File: src/core/mtm_pkg.sv
// Package of register map, field positions, reset values and encodings for the modulo timer
package mtm_pkg;
  // Register offsets (plain port address, byte wide registers)
  localparam logic [1:0] ADDR_STATUS_CONTROL = 2'h0;
  localparam logic [1:0] ADDR_CLOCK_CONFIG = 2'h1;
  localparam logic [1:0] ADDR_COUNT_VALUE = 2'h2;
  localparam logic [1:0] ADDR_MODULO_VALUE = 2'h3;
  // Status/control field positions
  localparam int SC_OVF_BIT = 7;
  localparam int SC_IRQ_EN_BIT = 6;
  localparam int SC_CLR_BIT = 5;
  localparam int SC_HALT_BIT = 4;
  // Clock configuration field positions
  localparam int CK_SRC_LSB = 4;
  localparam int CK_PS_LSB = 0;
  // Reset values
  localparam logic [7:0] COUNT_RST = 8'h00;
  localparam logic [7:0] MODULO_RST = 8'h00;
  localparam logic [1:0] SRC_RST = 2'h0;
  localparam logic [3:0] PS_RST = 4'h0;
  localparam logic HALT_RST = 1'b1;
  // Highest documented prescale code
  localparam logic [3:0] PS_MAX = 4'h8;
  // Clock source encodings
  typedef enum logic [1:0]
  {
    MTM_SRC_BUS = 2'h0,
    MTM_SRC_FIXED = 2'h1,
    MTM_SRC_PIN_FALL = 2'h2,
    MTM_SRC_PIN_RISE = 2'h3
  } mtm_src_t;
endpackage

File: src/core/mtm_sync.sv
// Two flip-flop synchroniser for one asynchronous level
`timescale 1ns/1ps
module mtm_sync
(
  input wire logic clk_i,
  input wire logic rst_b_i,
  input wire logic d_i,
  output logic q_o
);
  logic meta_r;

  // First stage is read only by the second
  always_ff @(posedge clk_i or negedge rst_b_i)
  begin
    if (!rst_b_i)
    begin
      meta_r <= 1'b0;
      q_o <= 1'b0;
    end
    else
    begin
      meta_r <= d_i;
      q_o <= meta_r;
    end
  end
endmodule

File: src/core/mtm_timer.sv
// Eight bit modulo timer with register port, clock selector and prescaler
`timescale 1ns/1ps
// Behaviour
// - Overflow flag sets on wrap past modulo
// - Flag clears by read then zero write
// - Clear bit or modulo write clears flag
// - Interrupt while flag and enable set
// - Clear bit zeroes counter, reads zero
// - Halt bit holds counter value
// - Reset sets the halt bit
// - Source field selects prescaler input clock
// - Source change keeps present count
// - Reset selects bus clock source
// - Prescale field divides by one to 256
// - Prescale change keeps present count
// - Reset selects divide by one
// - Count register read only, resets zero
// - Modulo readable, zero means free running
// - Modulo write zeroes counter, clears flag
// - Reset clears modulo to zero
// - Count up to modulo, then wrap
// - Overflow between steps aborts flag clear
// - Pin clock synchronised before edge detect
// - Debug mode suspends counting
module mtm_timer
(
  input wire logic SYS_CLK_I,
  input wire logic RST_B_I,
  input wire logic [1:0] ADDR_I,
  input wire logic [7:0] WDATA_I,
  input wire logic WR_I,
  input wire logic RD_I,
  output logic [7:0] RDATA_O,
  input wire logic FIXED_CLK_I,
  input wire logic EXT_CLK_I,
  input wire logic DEBUG_HALT_I,
  output logic IRQ_O
);
  logic [7:0] count_r;
  logic [7:0] modulo_r;
  logic ovf_r;
  logic irq_en_r;
  logic halt_r;
  logic [1:0] src_r;
  logic [3:0] ps_r;
  logic clr_armed_r;
  logic [7:0] pre_r;
  logic fixed_s;
  logic ext_s;
  logic fixed_d_r;
  logic ext_d_r;
  logic src_tick;
  logic tick;
  logic wrap;
  logic run;
  logic wr_sc;
  logic wr_ck;
  logic wr_mod;
  logic cnt_clear;
  logic [7:0] pre_nxt;
  logic [7:0] rdata_nxt;

  // Synchronise the slow clock and pin inputs
  // pin sync first
  mtm_sync u_sync_ext
  (
    .clk_i(SYS_CLK_I),
    .rst_b_i(RST_B_I),
    .d_i(EXT_CLK_I),
    .q_o(ext_s)
  );

  mtm_sync u_sync_fixed
  (
    .clk_i(SYS_CLK_I),
    .rst_b_i(RST_B_I),
    .d_i(FIXED_CLK_I),
    .q_o(fixed_s)
  );

  // Delayed copies for edge detection
  always_ff @(posedge SYS_CLK_I or negedge RST_B_I)
  begin
    if (!RST_B_I)
    begin
      fixed_d_r <= 1'b0;
      ext_d_r <= 1'b0;
    end
    else
    begin
      fixed_d_r <= fixed_s;
      ext_d_r <= ext_s;
    end
  end

  // Write decode
  assign wr_sc = WR_I && (ADDR_I == mtm_pkg::ADDR_STATUS_CONTROL);
  assign wr_ck = WR_I && (ADDR_I == mtm_pkg::ADDR_CLOCK_CONFIG);
  assign wr_mod = WR_I && (ADDR_I == mtm_pkg::ADDR_MODULO_VALUE);
  assign cnt_clear = (wr_sc && WDATA_I[mtm_pkg::SC_CLR_BIT]) || wr_mod;

  // Source selection of the prescaler input
  always_comb
  begin
    case (mtm_pkg::mtm_src_t'(src_r))
      mtm_pkg::MTM_SRC_BUS: src_tick = 1'b1;
      mtm_pkg::MTM_SRC_FIXED: src_tick = fixed_s && !fixed_d_r;
      mtm_pkg::MTM_SRC_PIN_FALL: src_tick = !ext_s && ext_d_r;
      default: src_tick = ext_s && !ext_d_r;
    endcase
  end

  assign run = !halt_r && !DEBUG_HALT_I;
  assign pre_nxt = pre_r + 8'h01;

  // Prescaler tap selection
  always_comb
  begin
    tick = 1'b0;
    if (run && src_tick)
    begin
      if (ps_r == 4'h0)
      begin
        tick = 1'b1;
      end
      else if (ps_r >= mtm_pkg::PS_MAX)
      begin
        tick = (pre_r == 8'hff);
      end
      else
      begin
        tick = ((pre_r | ~((8'h01 << ps_r) - 8'h01)) == 8'hff);
      end
    end
  end

  // Prescaler count, cleared by the clear bit or a modulo write but not by a wrap; not cleared by config changes
  always_ff @(posedge SYS_CLK_I or negedge RST_B_I)
  begin
    if (!RST_B_I)
    begin
      pre_r <= 8'h00;
    end
    else if (cnt_clear)
    begin
      pre_r <= 8'h00;
    end
    else if (run && src_tick)
    begin
      pre_r <= pre_nxt;
    end
  end

  assign wrap = tick && ((modulo_r == 8'h00) ? (count_r == 8'hff) : (count_r == modulo_r));

  // Main counter
  always_ff @(posedge SYS_CLK_I or negedge RST_B_I)
  begin
    if (!RST_B_I)
    begin
      count_r <= mtm_pkg::COUNT_RST;
    end
    else if (cnt_clear || wrap)
    begin
      count_r <= 8'h00;
    end
    else if (tick)
    begin
      count_r <= count_r + 8'h01;
    end
  end

  // Clear sequence arming: read with flag set, lost on a new overflow
  always_ff @(posedge SYS_CLK_I or negedge RST_B_I)
  begin
    if (!RST_B_I)
    begin
      clr_armed_r <= 1'b0;
    end
    else if (wrap || cnt_clear)
    begin
      clr_armed_r <= 1'b0;
    end
    else if (RD_I && ADDR_I == mtm_pkg::ADDR_STATUS_CONTROL && ovf_r)
    begin
      clr_armed_r <= 1'b1;
    end
    else if (wr_sc)
    begin
      clr_armed_r <= 1'b0;
    end
  end

  // Overflow flag; a wrap beats the two-step clear, a counter reset beats both
  always_ff @(posedge SYS_CLK_I or negedge RST_B_I)
  begin
    if (!RST_B_I)
    begin
      ovf_r <= 1'b0;
    end
    else if (wrap && !cnt_clear)
    begin
      ovf_r <= 1'b1;
    end
    else if (cnt_clear)
    begin
      ovf_r <= 1'b0;
    end
    else if (wr_sc && clr_armed_r && !WDATA_I[mtm_pkg::SC_OVF_BIT])
    begin
      ovf_r <= 1'b0;
    end
  end

  // Status/control writable bits
  always_ff @(posedge SYS_CLK_I or negedge RST_B_I)
  begin
    if (!RST_B_I)
    begin
      irq_en_r <= 1'b0;
      halt_r <= mtm_pkg::HALT_RST;
    end
    else if (wr_sc)
    begin
      irq_en_r <= WDATA_I[mtm_pkg::SC_IRQ_EN_BIT];
      halt_r <= WDATA_I[mtm_pkg::SC_HALT_BIT];
    end
  end

  // Clock configuration fields
  always_ff @(posedge SYS_CLK_I or negedge RST_B_I)
  begin
    if (!RST_B_I)
    begin
      src_r <= mtm_pkg::SRC_RST;
      ps_r <= mtm_pkg::PS_RST;
    end
    else if (wr_ck)
    begin
      src_r <= WDATA_I[mtm_pkg::CK_SRC_LSB +: 2];
      ps_r <= WDATA_I[mtm_pkg::CK_PS_LSB +: 4];
    end
  end

  // Modulo register
  always_ff @(posedge SYS_CLK_I or negedge RST_B_I)
  begin
    if (!RST_B_I)
    begin
      modulo_r <= mtm_pkg::MODULO_RST;
    end
    else if (wr_mod)
    begin
      modulo_r <= WDATA_I;
    end
  end

  // Read multiplexer
  always_comb
  begin
    rdata_nxt = 8'h00;
    if (ADDR_I == mtm_pkg::ADDR_STATUS_CONTROL)
    begin
      rdata_nxt[mtm_pkg::SC_OVF_BIT] = ovf_r;
      rdata_nxt[mtm_pkg::SC_IRQ_EN_BIT] = irq_en_r;
      rdata_nxt[mtm_pkg::SC_HALT_BIT] = halt_r;
    end
    else if (ADDR_I == mtm_pkg::ADDR_CLOCK_CONFIG)
    begin
      rdata_nxt[mtm_pkg::CK_SRC_LSB +: 2] = src_r;
      rdata_nxt[mtm_pkg::CK_PS_LSB +: 4] = ps_r;
    end
    else if (ADDR_I == mtm_pkg::ADDR_COUNT_VALUE)
    begin
      rdata_nxt = count_r;
    end
    else
    begin
      rdata_nxt = modulo_r;
    end
  end

  // Read data register, valid the cycle after the strobe
  always_ff @(posedge SYS_CLK_I or negedge RST_B_I)
  begin
    if (!RST_B_I)
    begin
      RDATA_O <= 8'h00;
    end
    else
    begin
      RDATA_O <= RD_I ? rdata_nxt : 8'h00;
    end
  end

  assign IRQ_O = ovf_r && irq_en_r;

  // Assertions
  wrap_sets_flag_a:
    assert property (@(posedge SYS_CLK_I) disable iff (!RST_B_I)
      (wrap && !cnt_clear) |=> ovf_r)
    else $error("overflow flag not set on wrap");
  flag_by_wrap_a:
    assert property (@(posedge SYS_CLK_I) disable iff (!RST_B_I)
      $rose(ovf_r) |-> $past(wrap))
    else $error("overflow flag set without a wrap");
  clear_needs_arm_a:
    assert property (@(posedge SYS_CLK_I) disable iff (!RST_B_I)
      ($fell(ovf_r) && !$past(cnt_clear)) |-> $past(clr_armed_r && wr_sc))
    else $error("flag cleared without read then write");
  modwr_clears_a:
    assert property (@(posedge SYS_CLK_I) disable iff (!RST_B_I)
      wr_mod |=> (count_r == 8'h00 && !ovf_r))
    else $error("modulo write did not clear count and flag");
  clrbit_clears_a:
    assert property (@(posedge SYS_CLK_I) disable iff (!RST_B_I)
      (wr_sc && WDATA_I[mtm_pkg::SC_CLR_BIT]) |=> (count_r == 8'h00 && !ovf_r))
    else $error("clear bit did not clear");
  halt_holds_a:
    assert property (@(posedge SYS_CLK_I) disable iff (!RST_B_I)
      (halt_r && !cnt_clear) |=> $stable(count_r))
    else $error("count moved while halted");
  irq_level_a:
    assert property (@(posedge SYS_CLK_I) disable iff (!RST_B_I)
      IRQ_O == (ovf_r && irq_en_r) && (!$rose(IRQ_O) || $past(wrap || wr_sc)))
    else $error("interrupt request mismatch");
  count_step_a:
    assert property (@(posedge SYS_CLK_I) disable iff (!RST_B_I)
      (tick && !wrap && !cnt_clear) |=> count_r == $past(count_r) + 8'h01)
    else $error("count did not step by one");
  debug_hold_a:
    assert property (@(posedge SYS_CLK_I) disable iff (!RST_B_I)
      (DEBUG_HALT_I && !cnt_clear) |=> $stable(count_r))
    else $error("count moved in debug");
  sc_read_zero_a:
    assert property (@(posedge SYS_CLK_I) disable iff (!RST_B_I)
      (RD_I && ADDR_I == mtm_pkg::ADDR_STATUS_CONTROL) |=> (RDATA_O & 8'h2f) == 8'h00)
    else $error("unassigned status bits nonzero");
  wrap_c: cover property (@(posedge SYS_CLK_I) disable iff (!RST_B_I) wrap && modulo_r != 8'h00);
  clear_seq_c: cover property (@(posedge SYS_CLK_I) disable iff (!RST_B_I) $fell(ovf_r));
  irq_c: cover property (@(posedge SYS_CLK_I) disable iff (!RST_B_I) $rose(IRQ_O));
endmodule

File: config.mk
export PLATFORM = sky130hd
export DESIGN_NAME = mtm_timer
export DESIGN_NICKNAME = d
export VERILOG_FILES = /design/src/core/mtm_pkg.sv /design/src/core/mtm_sync.sv /design/src/core/mtm_timer.sv
export SDC_FILE = /design/constraint.sdc
export NUM_CORES = 1
export LEC_CHECK = 0
export BUFFER_PORTS_ARGS = -buffer_cell sky130_fd_sc_hd__buf_2
export CAP_MARGIN = 20
export CORE_ASPECT_RATIO = 0.7
export CORE_MARGIN = 2
export CORE_UTILIZATION = 58
export CTS_BUF_LIST = sky130_fd_sc_hd__clkbuf_8 sky130_fd_sc_hd__clkbuf_16
export CTS_CLUSTER_SIZE = 40
export DETAILED_ROUTE_END_ITERATION = 8
export GPL_TIMING_DRIVEN = 1
export PLACE_DENSITY = 0.79
export SYNTH_ARGS = -nofsm -noshare
export SYNTH_HDL_FRONTEND = slang
export SYNTH_HIERARCHICAL = 1
export SYNTH_SLANG_ARGS = --single-unit
File: constraint.sdc
create_clock -name SYS_CLK_I -period 3.6 [get_ports SYS_CLK_I]
set_clock_uncertainty 0.1 [all_clocks]
set_input_delay 0.36 -clock SYS_CLK_I [delete_from_list [all_inputs] [get_ports SYS_CLK_I]]
set_output_delay 0.36 -clock SYS_CLK_I [all_outputs]
set_load 0.01 [all_outputs]
=== Yosys cells after proc, flatten, opt, wreduce, memory -nomap -nowiden ===
Index checks and enable logic that the tools add are counted.

* Add/sub/neg operators: 3
* Magnitude comparators: 1
* Eq/ne operators: 9
* Shifts and indexed selects: 1
* Multiplexer cells: 23
* Bitwise gates (word level): 2
* Reduce and logical (&&, ||, !) cells: 33

{| class="wikitable"
|+ Operators with widths
! cell !! number
|-
| two-way mux 8 bit || 6
|-
| == test 8 bit (second input constant) || 3
|-
| adder 8 x 1 -> 8 bit (second input constant) || 2
|-
| logical AND 1 bit || 16
|-
| two-way mux 1 bit || 12
|-
| == test 8 bit || 1
|-
| zero test 8 bit || 1
|-
| inverter 8 bit || 1
|-
| bitwise OR 8 bit || 1
|-
| left shift 1 x 4 -> 8 bit (first input constant) || 1
|-
| subtractor 8 x 1 -> 8 bit (second input constant) || 1
|-
| zero test 1 bit || 7
|-
| == test 2 bit (second input constant) || 3
|-
| two-way mux 6 bit || 1
|-
| nonzero test 3 bit || 2
|-
| == test 2 x 1 -> 1 bit (second input constant) || 2
|-
| greater-or-equal comparator 4 bit (second input constant) || 1
|-
| zero test 2 bit || 2
|-
| zero test 4 bit || 1
|-
| two-way mux 2 bit || 2
|-
| two-way mux 4 bit || 1
|-
| nonzero test 2 bit || 2
|-
| one-hot mux 1 bit (3 select lines) || 1
|-
| logical OR 1 bit || 2
|}

* Bits in registers: 48
* Output and inout port bits: 9
* Word-level logic and storage cells: 88

=== Longest topological paths before layout ===
Gate-level depths: netlist of the first run.

* Word-level depth: 11
* Depth in mapped cells: 11

=== By module ===
Netlist of the first run, hierarchy kept.

{| class="wikitable"
|+ Modules (own cells, without submodules)
! module !! times used !! cells each !! area each (um^2) !! sequential area each (um^2)
|-
| mtm_timer || 1 || 236 || 2409.8 || 1102.3
|-
| mtm_sync || 2 || 2 || 50.0 || 50.0
|}

=== Least setup slack after synthesis of the first run ===
Ideal clock, no wire load.

* Path kind: flip-flop to flip-flop
* Start point: register ps_r[3]
* End point: register count_r[3]
* Setup time: 0.121 ns
* Arrival time: 2.461 ns
* Slack: 0.918 ns
* Cell stages (with the launch flop): 12
* Path buffers: 1
* Clock period less this slack: 2.682 ns
* Path through: dfrtp_1 clkbuf_1 nor4_1 inv_1 ha_1 nor2_1 mux2i_1 a2111oi_0 o221ai_1 nand2_1 o21ai_1 a22o_1

* Word-level cells in the longest chain between the ends: 11
* Elaborated cells between the ends (all ways): 14
* Those cells by class: 1 x add/sub; 1 x order compare; 1 x eq/ne; 1 x shift; 4 x mux; 2 x bitwise; 4 x reduce/logical

{| class="wikitable"
|+ Ends and longest elaborated chain
! element !! line !! text
|-
| start: declaration || mtm_timer.sv:45 || <nowiki>logic [3:0] ps_r;</nowiki>
|-
| start signal: assignment || mtm_timer.sv:236 || <nowiki>ps_r <= mtm_pkg::PS_RST;</nowiki>
|-
| start signal: assignment || mtm_timer.sv:241 || <nowiki>ps_r <= WDATA_I[mtm_pkg::CK_PS_LSB +: 4];</nowiki>
|-
| left shift 1 x 4 -> 8 bit || mtm_timer.sv:132 || <nowiki>tick = ((pre_r | ~((8'h01 << ps_r) - 8'h01)) == 8'hff);</nowiki>
|-
| subtractor 8 x 1 -> 8 bit || mtm_timer.sv:132 ||
|-
| inverter 8 bit || mtm_timer.sv:132 ||
|-
| bitwise OR 8 bit || mtm_timer.sv:132 ||
|-
| == test 8 bit || mtm_timer.sv:132 ||
|-
| two-way mux 1 bit || mtm_timer.sv:126 || <nowiki>else if (ps_r >= mtm_pkg::PS_MAX)</nowiki>
|-
| two-way mux 1 bit * || mtm_timer.sv:122 || <nowiki>if (ps_r == 4'h0)</nowiki>
|-
| two-way mux 1 bit * || mtm_timer.sv:120 || <nowiki>if (run && src_tick)</nowiki>
|-
| logical AND 1 bit || mtm_timer.sv:154 || <nowiki>assign wrap = tick && ((modulo_r == 8'h00) ? (count_r == 8'hff) : (count_r == modulo_r));</nowiki>
|-
| logical OR 1 bit || mtm_timer.sv:163 || <nowiki>else if (cnt_clear || wrap)</nowiki>
|-
| two-way mux 8 bit or nonzero test 2 bit (tied branches) || n/a ||
|-
| end signal: assignment || mtm_timer.sv:161 || <nowiki>count_r <= mtm_pkg::COUNT_RST;</nowiki>
|-
| end signal: assignment || mtm_timer.sv:169 || <nowiki>count_r <= count_r + 8'h01;</nowiki>
|-
| end: declaration || mtm_timer.sv:39 || <nowiki>logic [7:0] count_r;</nowiki>
|}

Every way passes the cells marked *; elsewhere a longest branch is shown, timed or not.
A chain may end at the register's enable or synchronous reset.

=== Worst setup path in the final report of the first run ===
* Start point: register ps_r[3]
* End point: register count_r[2]

The elaborated chain is that of the path after synthesis.

==> results of run 1 <==
-- per-stage QoR --
step / util (%) / setup WS [ns]
global placement: 66.2 / 0.737
floorplan: - / 0.918
detailed placement: 66.2 / 0.621
finish: 70.1 / 0.586
CTS: 69.3 / 0.598
global route: 70.1 / 0.270
-- synthesized netlist by cell type (2+ instances only) --
master | n | share of area [%]
a311oi_1 | 2 | 0.70
nand4_1 | 2 | 0.50
inv_1 | 11 | 1.6
o21ai_1 | 6 | 1.2
ha_1 | 3 | 1.5
nor4_1 | 2 | 0.50
nor3_1 | 2 | 0.40
mux2i_1 | 2 | 0.80
nor2_1 | 14 | 2.1
nand2_1 | 19 | 2.8
xor2_1 | 5 | 1.7
o22ai_1 | 3 | 0.75
nand2b_1 | 3 | 0.75
nor2b_1 | 12 | 3.0
and2_1 | 8 | 2.0
a22oi_1 | 9 | 2.7
o221ai_1 | 2 | 0.70
clkbuf_1 | 6 | 0.90
nand3_1 | 4 | 0.80
a21oi_1 | 6 | 1.2
o31ai_1 | 2 | 0.60
mux2_2 | 18 | 8.1
and3_1 | 6 | 1.5
a22o_1 | 6 | 2.1
o21ai_0 | 10 | 2.0
xnor2_1 | 3 | 1.0
dfrtp_1 | 47 | 47
-- layer usage --
metal / vias to the layer above / GRT usage [%] / routed length (um)
li1: 925 / - / -
met3: 4 / 5.03 / 376
met5: - / 0 / 0
met2: 69 / 35.9 / 2340
met4: 0 / 6.56 / 40
met1: 956 / 41.9 / 2810
-- area by class of cell --
class | instances | area (um2)
clock inverter | 2 | 60.1
multi-input combinational | 174 | 1240
sequential | 48 | 1200
inverter | 11 | 41.3
clock buffer | 5 | 68.8
timing repair buffer | 27 | 155
tap | 52 | 65.1
fill | 307 | 1210
-- kinds of logic after synthesis --
group,count (synthesis),synth area share [%]
multiplexers,21,9.77
buffers and inverters,18,2.69
XOR/XNOR,8,2.79
AND/OR/NAND/NOR,84,18.7
flip-flops,48,47.9
adder cells (fa/ha/maj),3,1.50
AO/OA/AOI/OAI,58,16.7
-- path summary, 6_finish.rpt --
path	end	from	depth (start not counted)
setup / recovery	count_r[2]	ps_r[3]	10
hold / removal	u_sync_ext/meta_r	EXT_CLK_I	1
setup reg to reg	count_r[2]	ps_r[3]	10
hold reg to reg	u_sync_fixed/q_o	u_sync_fixed/meta_r	0
max in group asynchronous	modulo_r[6]	RST_B_I	3
min in group asynchronous	modulo_r[1]	RST_B_I	2
-- critical path: stages, from the launching register on --
cell and delay, ns:
dfrtp_1 0.50, nor4_1 0.39, inv_1 0.09, ha_1 0.31
nor2b_1 0.12, o21ai_0 0.08, a2111oi_0 0.35, o221ai_1 0.32
nand2_1 0.29, o21ai_1 0.11, a22o_1 0.24
-- sequential cells by signal, summed over array words and instances, names as in the netlist, 2 cells and up --
| register | cells |
|---|---|
| src_r | 2 |
| count_r | 8 |
| RDATA_O | 8 |
| modulo_r | 8 |
| pre_r | 8 |
| ps_r | 4 |
-- where the power goes --
group          leakage (nW)  internal, mW  switching, mW
registers             0.616         0.598         0.0829
clock network        0.0642         0.273          0.175
logic                 0.574         0.117          0.113
-- repair_timing --
action / in CTS / in global routing
hold buffers: 0 / 1
setup endpoints to repair: 0 / 0
endpoints found under the hold margin: 0 / 5
==> impl_results.md, run 1 <==
* Post-CTS Repair Setup Buffers at 0
* Clock sinks at 48
* CP Class: flip-flop to flip-flop
* Die ar. at around 4900 um2
* Most frequent cells in the layout: 47 x dfrtp_1, 25 x buf_2, 19 x nand2_1
* Worst hold slack at 0.0571 ns
* Via Count at roughly 2000
* Final #Nets at ~290
* Crit path max fanout at 11
* Die span in y at 59.0 um
* Die width at 82.6 um
* Most common cell after layout, fill and taps aside: dfrtp_1
* Synth Register Bits at 48
* Max Slew Vio Count at 0
* Clk_lat worst skew at ~0.3 ns
* Largest net degree at the start of global routing at 49
* DRC viols at 0
* Root Driver: clkbuf_8
* Starting Density at between 60% and 70%
* DP HPWL at 3960 um
* # setup viols final at 0
* Worst min path class: input port to flip-flop
* CTS tree: built
* CTS-repair resized insts at 0
* Nature of the critical path endpoint: flip-flop
* Post-Route WL at between 5000 and 6000 um
* Actual slew at the worst max-slew pin at about 0.55 ns
* Leakage power at 1.25 nW
* I/O Buffers at 25
* RSZ-0062 raised after global routing: false
* Startpoint Class: flip-flop
* Most used DFF post-synth: dfrtp_1
* Mapped Cells at between 200 and 250
* Initial antenna violation count at 0
* Synth unique cells at 54
* Per-cell routed wire length at between 15 and 20 um
* Critical Path RT at 3.69 ns
* Syn nets at 260
* Max Cap Viol at 0
* ANT cells at 0
* Peak Freq at ~330 MHz
* Vias in the first global route at 1791
* Area of the core at slightly above 4000 um2
* Initial detailed-routing violation count at 143
* FP Rows at 19
* Area grow syn2layout at 12.9%
* Fin area at around 2800 um2
* R2r setup slk at 0.59 ns
* Final hold violation count at 0
* Placed cells at 310
* Mapped cell area at approximately 2500 um2
* Setup TNS at 0 ns
* VDD IR max at about 310 uV
* Status: finished clean
* Htree depth at 2
* P per Cell Area at between 400 and 500 nW/um2
* Cell Area, Placed at roughly 2700 um2
* Async SR Flop Fraction at 100%
* Max transition margin at 63.0%
* # IOs at 26
* CTS max path bufs at 2
* Worst EP arrival at 3.10 ns
* Clk slew on worst S/H paths at roughly 0.090 ns
* Final Cycle Share at about 84%
* First-pass GRT wire length at about 9200 um
* ANT nets after route at 0
* EDFF count, synth at 0
* DR vias/cell at 6.13
* Share of cells above drive strength 1 at 22.8%
* Register area share after synthesis at a little under half
* Total global-route track usage at 26.1%
* Yosys Warn Count at 6
* Final Instance Count excl. Fillers at between 300 and 400
* PnR Total Power at roughly 1.4 mW
* Drt first pass iters at 4
* Tmin final at 3.01 ns
* GP Congestion at 0.923
* TritonCTS Buffers at 5
* GRT overflow at 0
* Syn Area/Cell at ~10 um2
(Power assumes the default switching activity.)
==> run 2, diff against run 1 <==
--- a/config.mk
+++ b/config.mk
@@ -9,12 +9,12 @@
 export CAP_MARGIN = 20
 export CORE_ASPECT_RATIO = 0.7
 export CORE_MARGIN = 2
-export CORE_UTILIZATION = 58
+export CORE_UTILIZATION = 53
 export CTS_BUF_LIST = sky130_fd_sc_hd__clkbuf_8 sky130_fd_sc_hd__clkbuf_16
 export CTS_CLUSTER_SIZE = 40
 export DETAILED_ROUTE_END_ITERATION = 8
 export GPL_TIMING_DRIVEN = 1
-export PLACE_DENSITY = 0.79
+export PLACE_DENSITY = 0.76
 export SYNTH_ARGS = -nofsm -noshare
 export SYNTH_HDL_FRONTEND = slang
 export SYNTH_HIERARCHICAL = 1
==> constraint.sdc (replaced) <==
create_clock -name SYS_CLK_I -period 2.75 [get_ports SYS_CLK_I]
set_clock_uncertainty 0.1 [all_clocks]
set_input_delay 0.275 -clock SYS_CLK_I [delete_from_list [all_inputs] [get_ports SYS_CLK_I]]
set_output_delay 0.275 -clock SYS_CLK_I [all_outputs]
set_load 0.01 [all_outputs]
==> run 2 against run 1 <==
  * Combinational power is 73% higher
  * Largest power group unchanged
  * Die area rose by 8.9%
  * Via count rose by 4.4%
  * Critical path type unchanged
  * Utilization decreased by 2.5 points
  * Critical endpoint is now count_r[5]
  * Hold slack gained 0.066 ns
==> impl_results.md, run 2 (same netlist as run 1, synthesis figures left out) <==
* Status: finished clean
* Worst min path class: input port to flip-flop
* PnR Total Power at 1.77 mW (+30%)
* Final hold violation count at 0 (unchanged)
* CP Class: flip-flop to flip-flop
* Clock Power Share at 28.2% (-4.8 points)
* Die ar. at 5310 um2 (+8.9%)
* # IOs at 26 (unchanged)
* Largest net degree at the start of global routing at 49 (unchanged)
* Footprint of the multi-input gates at 1290 um2 (+4.3%)
* ANT nets after route at 0 (unchanged)
* Fin area at 3010 um2 (+6.2%)
* DRC viols at 0 (unchanged)
* Flop pwr share at 49.3% (-0.8 points)
* # setup viols final at 0 (unchanged)
* Actual slew at the worst max-slew pin at 0.468 ns (-0.0858 ns)
* Tmin final at 2.73 ns (-0.288 ns)
* Htree depth at 2 (unchanged)
* Initial detailed-routing violation count at 176 (+23%)
* Pre-CTS setup slack at 0.0294 ns (-0.591 ns)
* Leakage power at 1.34 nW (+7.2%)
* GRT overflow at 0 (unchanged)
* Starting Density at 56.3% (-5.8 points)
* Drt first pass iters at 5 (+1)
* Most frequent cells in the layout: 47 x dfrtp_1, 25 x buf_2, 18 x nand2_1, 18 x mux2_2, 16 x buf_4
* Share of cells above drive strength 1 at 29.0% (+6.2 points)
* Setup TNS at 0 ns (unchanged)
* Worst EP arrival at 2.82 ns (-0.28 ns)
* Vias in the first global route at 1776 (-0.84%)
* TritonCTS Buffers at 5 (unchanged)
* ANT cells at 0 (unchanged)
* Initial antenna violation count at 0 (unchanged)
* Total global-route track usage at 22.6% (-3.4 points)
* Worst setup margin at 0.0233 ns (-0.562 ns)
* Clk_lat worst skew at 0.30 ns (about the same)
* Crit path max fanout at 4 (-7)
* Post-Route WL at 5800 um (+4.1%)
* Area grow syn2layout at 19.9%
* P per Cell Area at 588 nW/um2 (+23%)
* Register area at 1200 um2 (unchanged)
* Worst hold slack at 0.123 ns (+0.0660 ns)
* Via Count at 2039 (+4.4%)
* Max Slew Vio Count at 0 (unchanged)
* Root Driver: clkbuf_8
* Die span in y at 61.6 um (+4.3%)
* Max transition margin at 68.8% (+5.8 points)
* I/O Buffers at 25 (unchanged)
* P_int at 1.25 mW (+26%)
* GP Congestion at 0.852 (-7.7%)
* DP HPWL at 4160 um (+5.0%)
* Startpoint Class: flip-flop
* CTS max path bufs at 2 (unchanged)
* Critical Path RT at 2.84 ns (-0.85 ns)
* Clk slew on worst S/H paths at 0.09 ns (about the same)
* Peak Freq at 367 MHz (+11%)
* CTS tree: built
* FP Rows at 20 (+1)
* R2r setup slk at 0.02 ns (-0.56 ns)
* Layout fillers at 347 (+13%)
* First-pass GRT wire length at 8900 um (-3.5%)
* Per-cell routed wire length at 17.0 um (-2.6%)
* Die width at 86.3 um (+4.4%)
* Max Cap Viol at 0 (unchanged)
* Final #Nets at 305 (+6.3%)
* VDD IR max at 453 uV (+45%)
* Cell Area, Placed at 2770 um2 (+3.5%)
* Final Cycle Share at 99.2% (+15 points)
* Placed cells at 325 (+4.8%)
* Nature of the critical path endpoint: flip-flop
* Combinational share of power at 22.5% (+5.6 points)
* DR vias/cell at 5.98 (-2.4%)
* Area of the core at 4450 um2 (+10%)
* Clock sinks at 48 (unchanged)
* Switch share at 29.4% (+2.1 points)
* Switching pwr at 520 uW (+40%)
* Most common cell after layout, fill and taps aside: dfrtp_1
* Final Instance Count excl. Fillers at 341 (+6.9%)
* Fin util at 67.6% (-2.5 points)
run 2: power by group through the flow:
stage | Clock (mW) | Combinational (mW) | Sequential (mW)
3_3_place_gp | 0 | 0.359 | 0.869
6_report | 0.498 | 0.398 | 0.873
4_1_cts | 0.503 | 0.374 | 0.857
2_1_floorplan | 0 | 0.231 | 0.861
3_5_place_dp | 0 | 0.370 | 0.871
5_1_grt | 0.536 | 0.442 | 0.883
run 2: timing repair:
item | 4_1_cts | 5_1_grt
endpoints found under the hold margin | 2 | 7
hold buffers | 2 | 1
endpoints found under the setup margin | 0 | 10
gates resized for setup | 0 | 10
buffers inserted | 0 | 4
run 2: layout make-up:
class / instances / area share, %
Clock buffer: 5 / 2.29
Clock inverter: 3 / 1.29
Inverter: 11 / 1.37
Sequential cell: 48 / 40.0
Timing Repair Buffer: 45 / 9.81
Multi-Input combinational cell: 174 / 43.0
Tap cell: 55 / 2.29
run 2: routing by layer:
metal	track usage (%)	part of all wire [%]	vias up
li1	-	-	961
met1	34.9	50	968
met2	32.6	41	97
met3	4.56	7.4	13
met4	6.03	1.4	0
met5	0	0	-
run 2: worst max-delay path, stage by stage, from the launching register on:
cell,delay (ns)
dfrtp_1,0.42
nor4_4,0.31
nor3b_4,0.30
a311oi_1,0.16
or4_4,0.57
o31ai_4,0.29
buf_4,0.18
o21ai_1,0.07
a22o_1,0.23
run 2: path summary, 6_finish.rpt:
check                                    start  cells after the start          endpoint
hold / removal                      WDATA_I[2]                      2           ps_r[2]
max in group asynchronous              RST_B_I                      3            halt_r
min in group asynchronous              RST_B_I                      2          irq_en_r
setup reg to reg                   modulo_r[0]                      8        count_r[5]
setup / recovery                   modulo_r[0]                      8        count_r[5]
hold reg to reg            u_sync_fixed/meta_r                      0  u_sync_fixed/q_o
==> run 3, diff against run 2 <==
--- a/config.mk
+++ b/config.mk
@@ -17,5 +17,4 @@
 export PLACE_DENSITY = 0.76
 export SYNTH_ARGS = -nofsm -noshare
 export SYNTH_HDL_FRONTEND = slang
-export SYNTH_HIERARCHICAL = 1
 export SYNTH_SLANG_ARGS = --single-unit
==> run 3 against run 2 <==
  * The run now ends with negative setup slack left
  * Clock power decreased by 13%
  * Non-clock buffer count increased by 7
  * Synthesized cell count increased by 0.83%
  * Setup slack got worse by 0.067 ns
  * Combinational power increased by 22%
  * Global-route usage decreased by 0.21 points
  * Via count decreased by 0.74%
  * Utilization decreased by 0.60 points
  * Clock-buffer cell count increased by 1
==> impl_results.md, run 3 <==
* Status: complete, but fails checks
* Failing checks: negative setup slack
* Worst EP arrival at 2.92 ns (+0.10 ns)
* Max transition margin at 53.5% (-15 points)
* Share of the synthesized area in the top cell type at 44.9% (-1.9 points)
* I/O Buffers at 25 (unchanged)
* Register area at 1200 um2 (unchanged)
* Post-Route WL at 5840 um (+0.81%)
* Max Slew Vio Count at 0 (unchanged)
* ANT cells at 0 (unchanged)
* Worst hold slack at 0.120 ns (-0.00337 ns)
* Die width at 88.0 um (+2.0%)
* Initial antenna violation count at 0 (unchanged)
* Initial detailed-routing violation count at 188 (+6.8%)
* Clk slew on worst S/H paths at 0.09 ns (about the same)
* Max Cap Viol at 0 (unchanged)
* # IOs at 26 (unchanged)
* Area of the core at 4760 um2 (+6.8%)
* VDD IR max at 344 uV (-24%)
* # setup viols final at 3 (+3)
* Synth top area cells: dfrtp_1 45%, mux2_2 9.9%, nand2_1 3.3%, a22oi_1 2.9%, nor2b_1 2.4%
* Final hold violation count at 0 (unchanged)
* Reg2reg path depth at 10 (+2)
* Final #Nets at 309 (+1.3%)
* CP Class: flip-flop to flip-flop
* Peak Freq at 358 MHz (-2.4%)
* Register area share after synthesis at 45.9% (-2.0 points)
* First-pass GRT wire length at 9600 um (+7.8%)
* Tmin final at 2.79 ns (+0.0673 ns)
* CTS tree: built
* Worst min path class: input port to flip-flop
* Worst setup margin at -0.0439 ns (-0.0673 ns)
* Most common cell after layout, fill and taps aside: dfrtp_1
* Mapped cell area at 2620 um2 (+4.3%)
* Most used DFF post-synth: dfrtp_1
* Crit path max fanout at 5 (+1)
* Largest net degree at the start of global routing at 49 (unchanged)
* DRC viols at 0 (unchanged)
* Met2 Use GR at 31.6% (-0.93 points)
* Nature of the critical path endpoint: flip-flop
* ANT nets after route at 0 (unchanged)
* Area grow syn2layout at 21.7%
* Footprint of the multi-input gates at 1420 um2 (+9.4%)
* Layout fillers at 382 (+10%)
* Final Instance Count excl. Fillers at 359 (+5.3%)
* Top-count cell post-synth: dfrtp_1
* Die span in y at 62.8 um (+2.0%)
* Drt first pass iters at 4 (-1)
* Most frequent cells in the layout: 47 x dfrtp_1, 25 x buf_2, 23 x mux2_2, 23 x nand2_1, 19 x buf_4
* RSZ-0062 raised after global routing: true
* GP Congestion at 0.917 (+7.6%)
* R2r setup slk at -0.04 ns (-0.07 ns)
* Worst R2R End: count_r[4]
* Top cell type by total area after synthesis: dfrtp_1
* Fin util at 67.0% (-0.60 points)
* Vias in the first global route at 1991 (+12%)
* Hold path depth at 2 (unchanged)
* Htree depth at 2 (unchanged)
* Critical Path RT at 2.87 ns (+0.03 ns)
* Clock sinks at 48 (unchanged)
* GRT overflow at 0 (unchanged)
* Startpoint Class: flip-flop
* Per-cell routed wire length at 16.3 um (-4.2%)
* Syn Area/Cell at 10.8 um2 (+3.4%)
* Synth Register Bits at 48 (unchanged)
* TritonCTS Buffers at 5 (unchanged)
* Setup TNS at -0.0514 ns (-0.0514 ns)
* DR vias/cell at 5.64 (-5.7%)
* Total global-route track usage at 22.4% (-0.21 points)
* Actual slew at the worst max-slew pin at 0.697 ns (+0.229 ns)
* Min-delay src: WDATA_I[6]
* P per Cell Area at 577 nW/um2 (-1.9%)
* CTS max path bufs at 2 (unchanged)
* Clk_lat worst skew at 0.30 ns (about the same)
* Syn nets at 262 (+0.77%)
* Final Cycle Share at 102% (+2.4 points)
* Met1 Use GR at 34.0% (-0.87 points)
* Async SR Flop Fraction at 100% (unchanged)
* Most frequent cells after synthesis: 47 x dfrtp_1, 23 x mux2_2, 23 x nand2_1
* Via Count at 2024 (-0.74%)
* Root Driver: clkbuf_8
* Grt peak-use layer: met1
* Share of cells above drive strength 1 at 33.4% (+4.4 points)
* Placed cells at 339 (+4.3%)
* EDFF count, synth at 0 (unchanged)
* Die ar. at 5530 um2 (+4.0%)
* Reg2reg start: ps_r[3]
* PnR Total Power at 1.84 mW (+3.9%)
* Met3 usage at 5.15% (+0.59 points)
* Leakage power at 1.39 nW (+3.0%)
* Hold Path Sink: modulo_r[6]
* Starting Density at 55.0% (-1.3 points)
* Synth unique cells at 51 (-5.6%)
* Mapped Cells at 242 (+0.83%)
* FP Rows at 21 (+5.0%)
* Yosys Warn Count at 0 (-6)
* DP HPWL at 3910 um (-5.9%)
-- run 3: cell types whose count changed after synthesis, sizes merged, moves of 3 or more --
cell | previous run | this run
a22o | 6 | 1
a31oi | 1 | 5
and2 | 8 | 5
and3 | 6 | 1
buf | 1 | 7
inv | 11 | 4
mux2 | 18 | 23
nand2 | 19 | 23
nand3 | 4 | 11
nor4bb | 0 | 3
o21ai | 16 | 3
or3 | 1 | 4
or4b | 0 | 5
xnor2 | 3 | 6
-- run 3: worst max-delay path by stage --
stage             from          to  slack [ns]  cells after the start
3_5_place_dp   ps_r[2]  count_r[4]       -0.07                      9
4_1_cts        ps_r[3]  count_r[2]       0.003                     11
2_1_floorplan  ps_r[2]  count_r[6]        0.06                     10
5_1_grt        ps_r[3]  count_r[5]       -0.17                     10
6_report       ps_r[3]  count_r[4]       -0.04                     10
3_3_place_gp   ps_r[2]  count_r[6]        0.01                      9
-- run 3: metrics by stage --
| step | cell area, um2 | setup WS (ns) |
|---|---|---|
| after detailed placement | 2880 | -0.0744 |
| after floorplan | 2620 | 0.0576 |
| final | 3180 | -0.0439 |
| after global routing | 3180 | -0.169 |
| after global placement | 2880 | 0.0125 |
| after CTS | 3060 | 0.00328 |
-- run 3: cell families (layout without fill, tap and decap cells) --
group,count (synthesis),in the layout,share of synthesized area (%)
simple gates,95,95,21.2
flops,48,48,45.9
compound gates,44,44,13.3
mux,26,26,11.5
buf+inv,16,64,3.20
xor+xnor,10,10,3.35
fa+ha+maj,3,3,1.43
-- run 3: layout make-up --
| cell class | instances | area share (%) |
|---|---|---|
| Tap cell | 69 | 2.71 |
| Sequential cell | 48 | 37.8 |
| Clock buffer | 6 | 2.59 |
| Timing Repair Buffer | 52 | 11.7 |
| Multi-Input combinational cell | 178 | 44.4 |
| Clock inverter | 2 | 0.354 |
| Inverter | 4 | 0.472 |
-- run 3: critical path, cell delays in order (launching register included) --
cell and delay (ns):
dfrtp_1 0.43, nor4_4 0.32, inv_1 0.12, ha_4 0.27, nor2b_4 0.15, o22ai_4 0.08
a2111oi_4 0.25, o221ai_4 0.16, buf_12 0.16, or4b_1 0.49, a31oi_1 0.18
-- run 3: repair_timing --
item,4_1_cts,5_1_grt
endpoints found under the hold margin,2,11
buffers inserted,5,3
cloned,0,0
hold buffers,2,1
gates resized for setup,4,14
pin swaps,3,3
endpoints found under the setup margin,7,10
-- run 3: routing by layer --
layer	share of wire (%)	vias up	routed length, um
met4	0.80	0	47
li1	-	984	-
met3	4.7	4	272
met2	44	54	2590
met5	0	-	0
met1	50	982	2940
-- run 3: report_power, final --
| group | total, mW | switching (mW) | internal (mW) |
|---|---|---|---|
| Sequential | 0.918 | 0.125 | 0.793 |
| Combinational | 0.485 | 0.223 | 0.262 |
| Clock | 0.434 | 0.233 | 0.201 |
| Total | 1.84 | 0.581 | 1.26 |
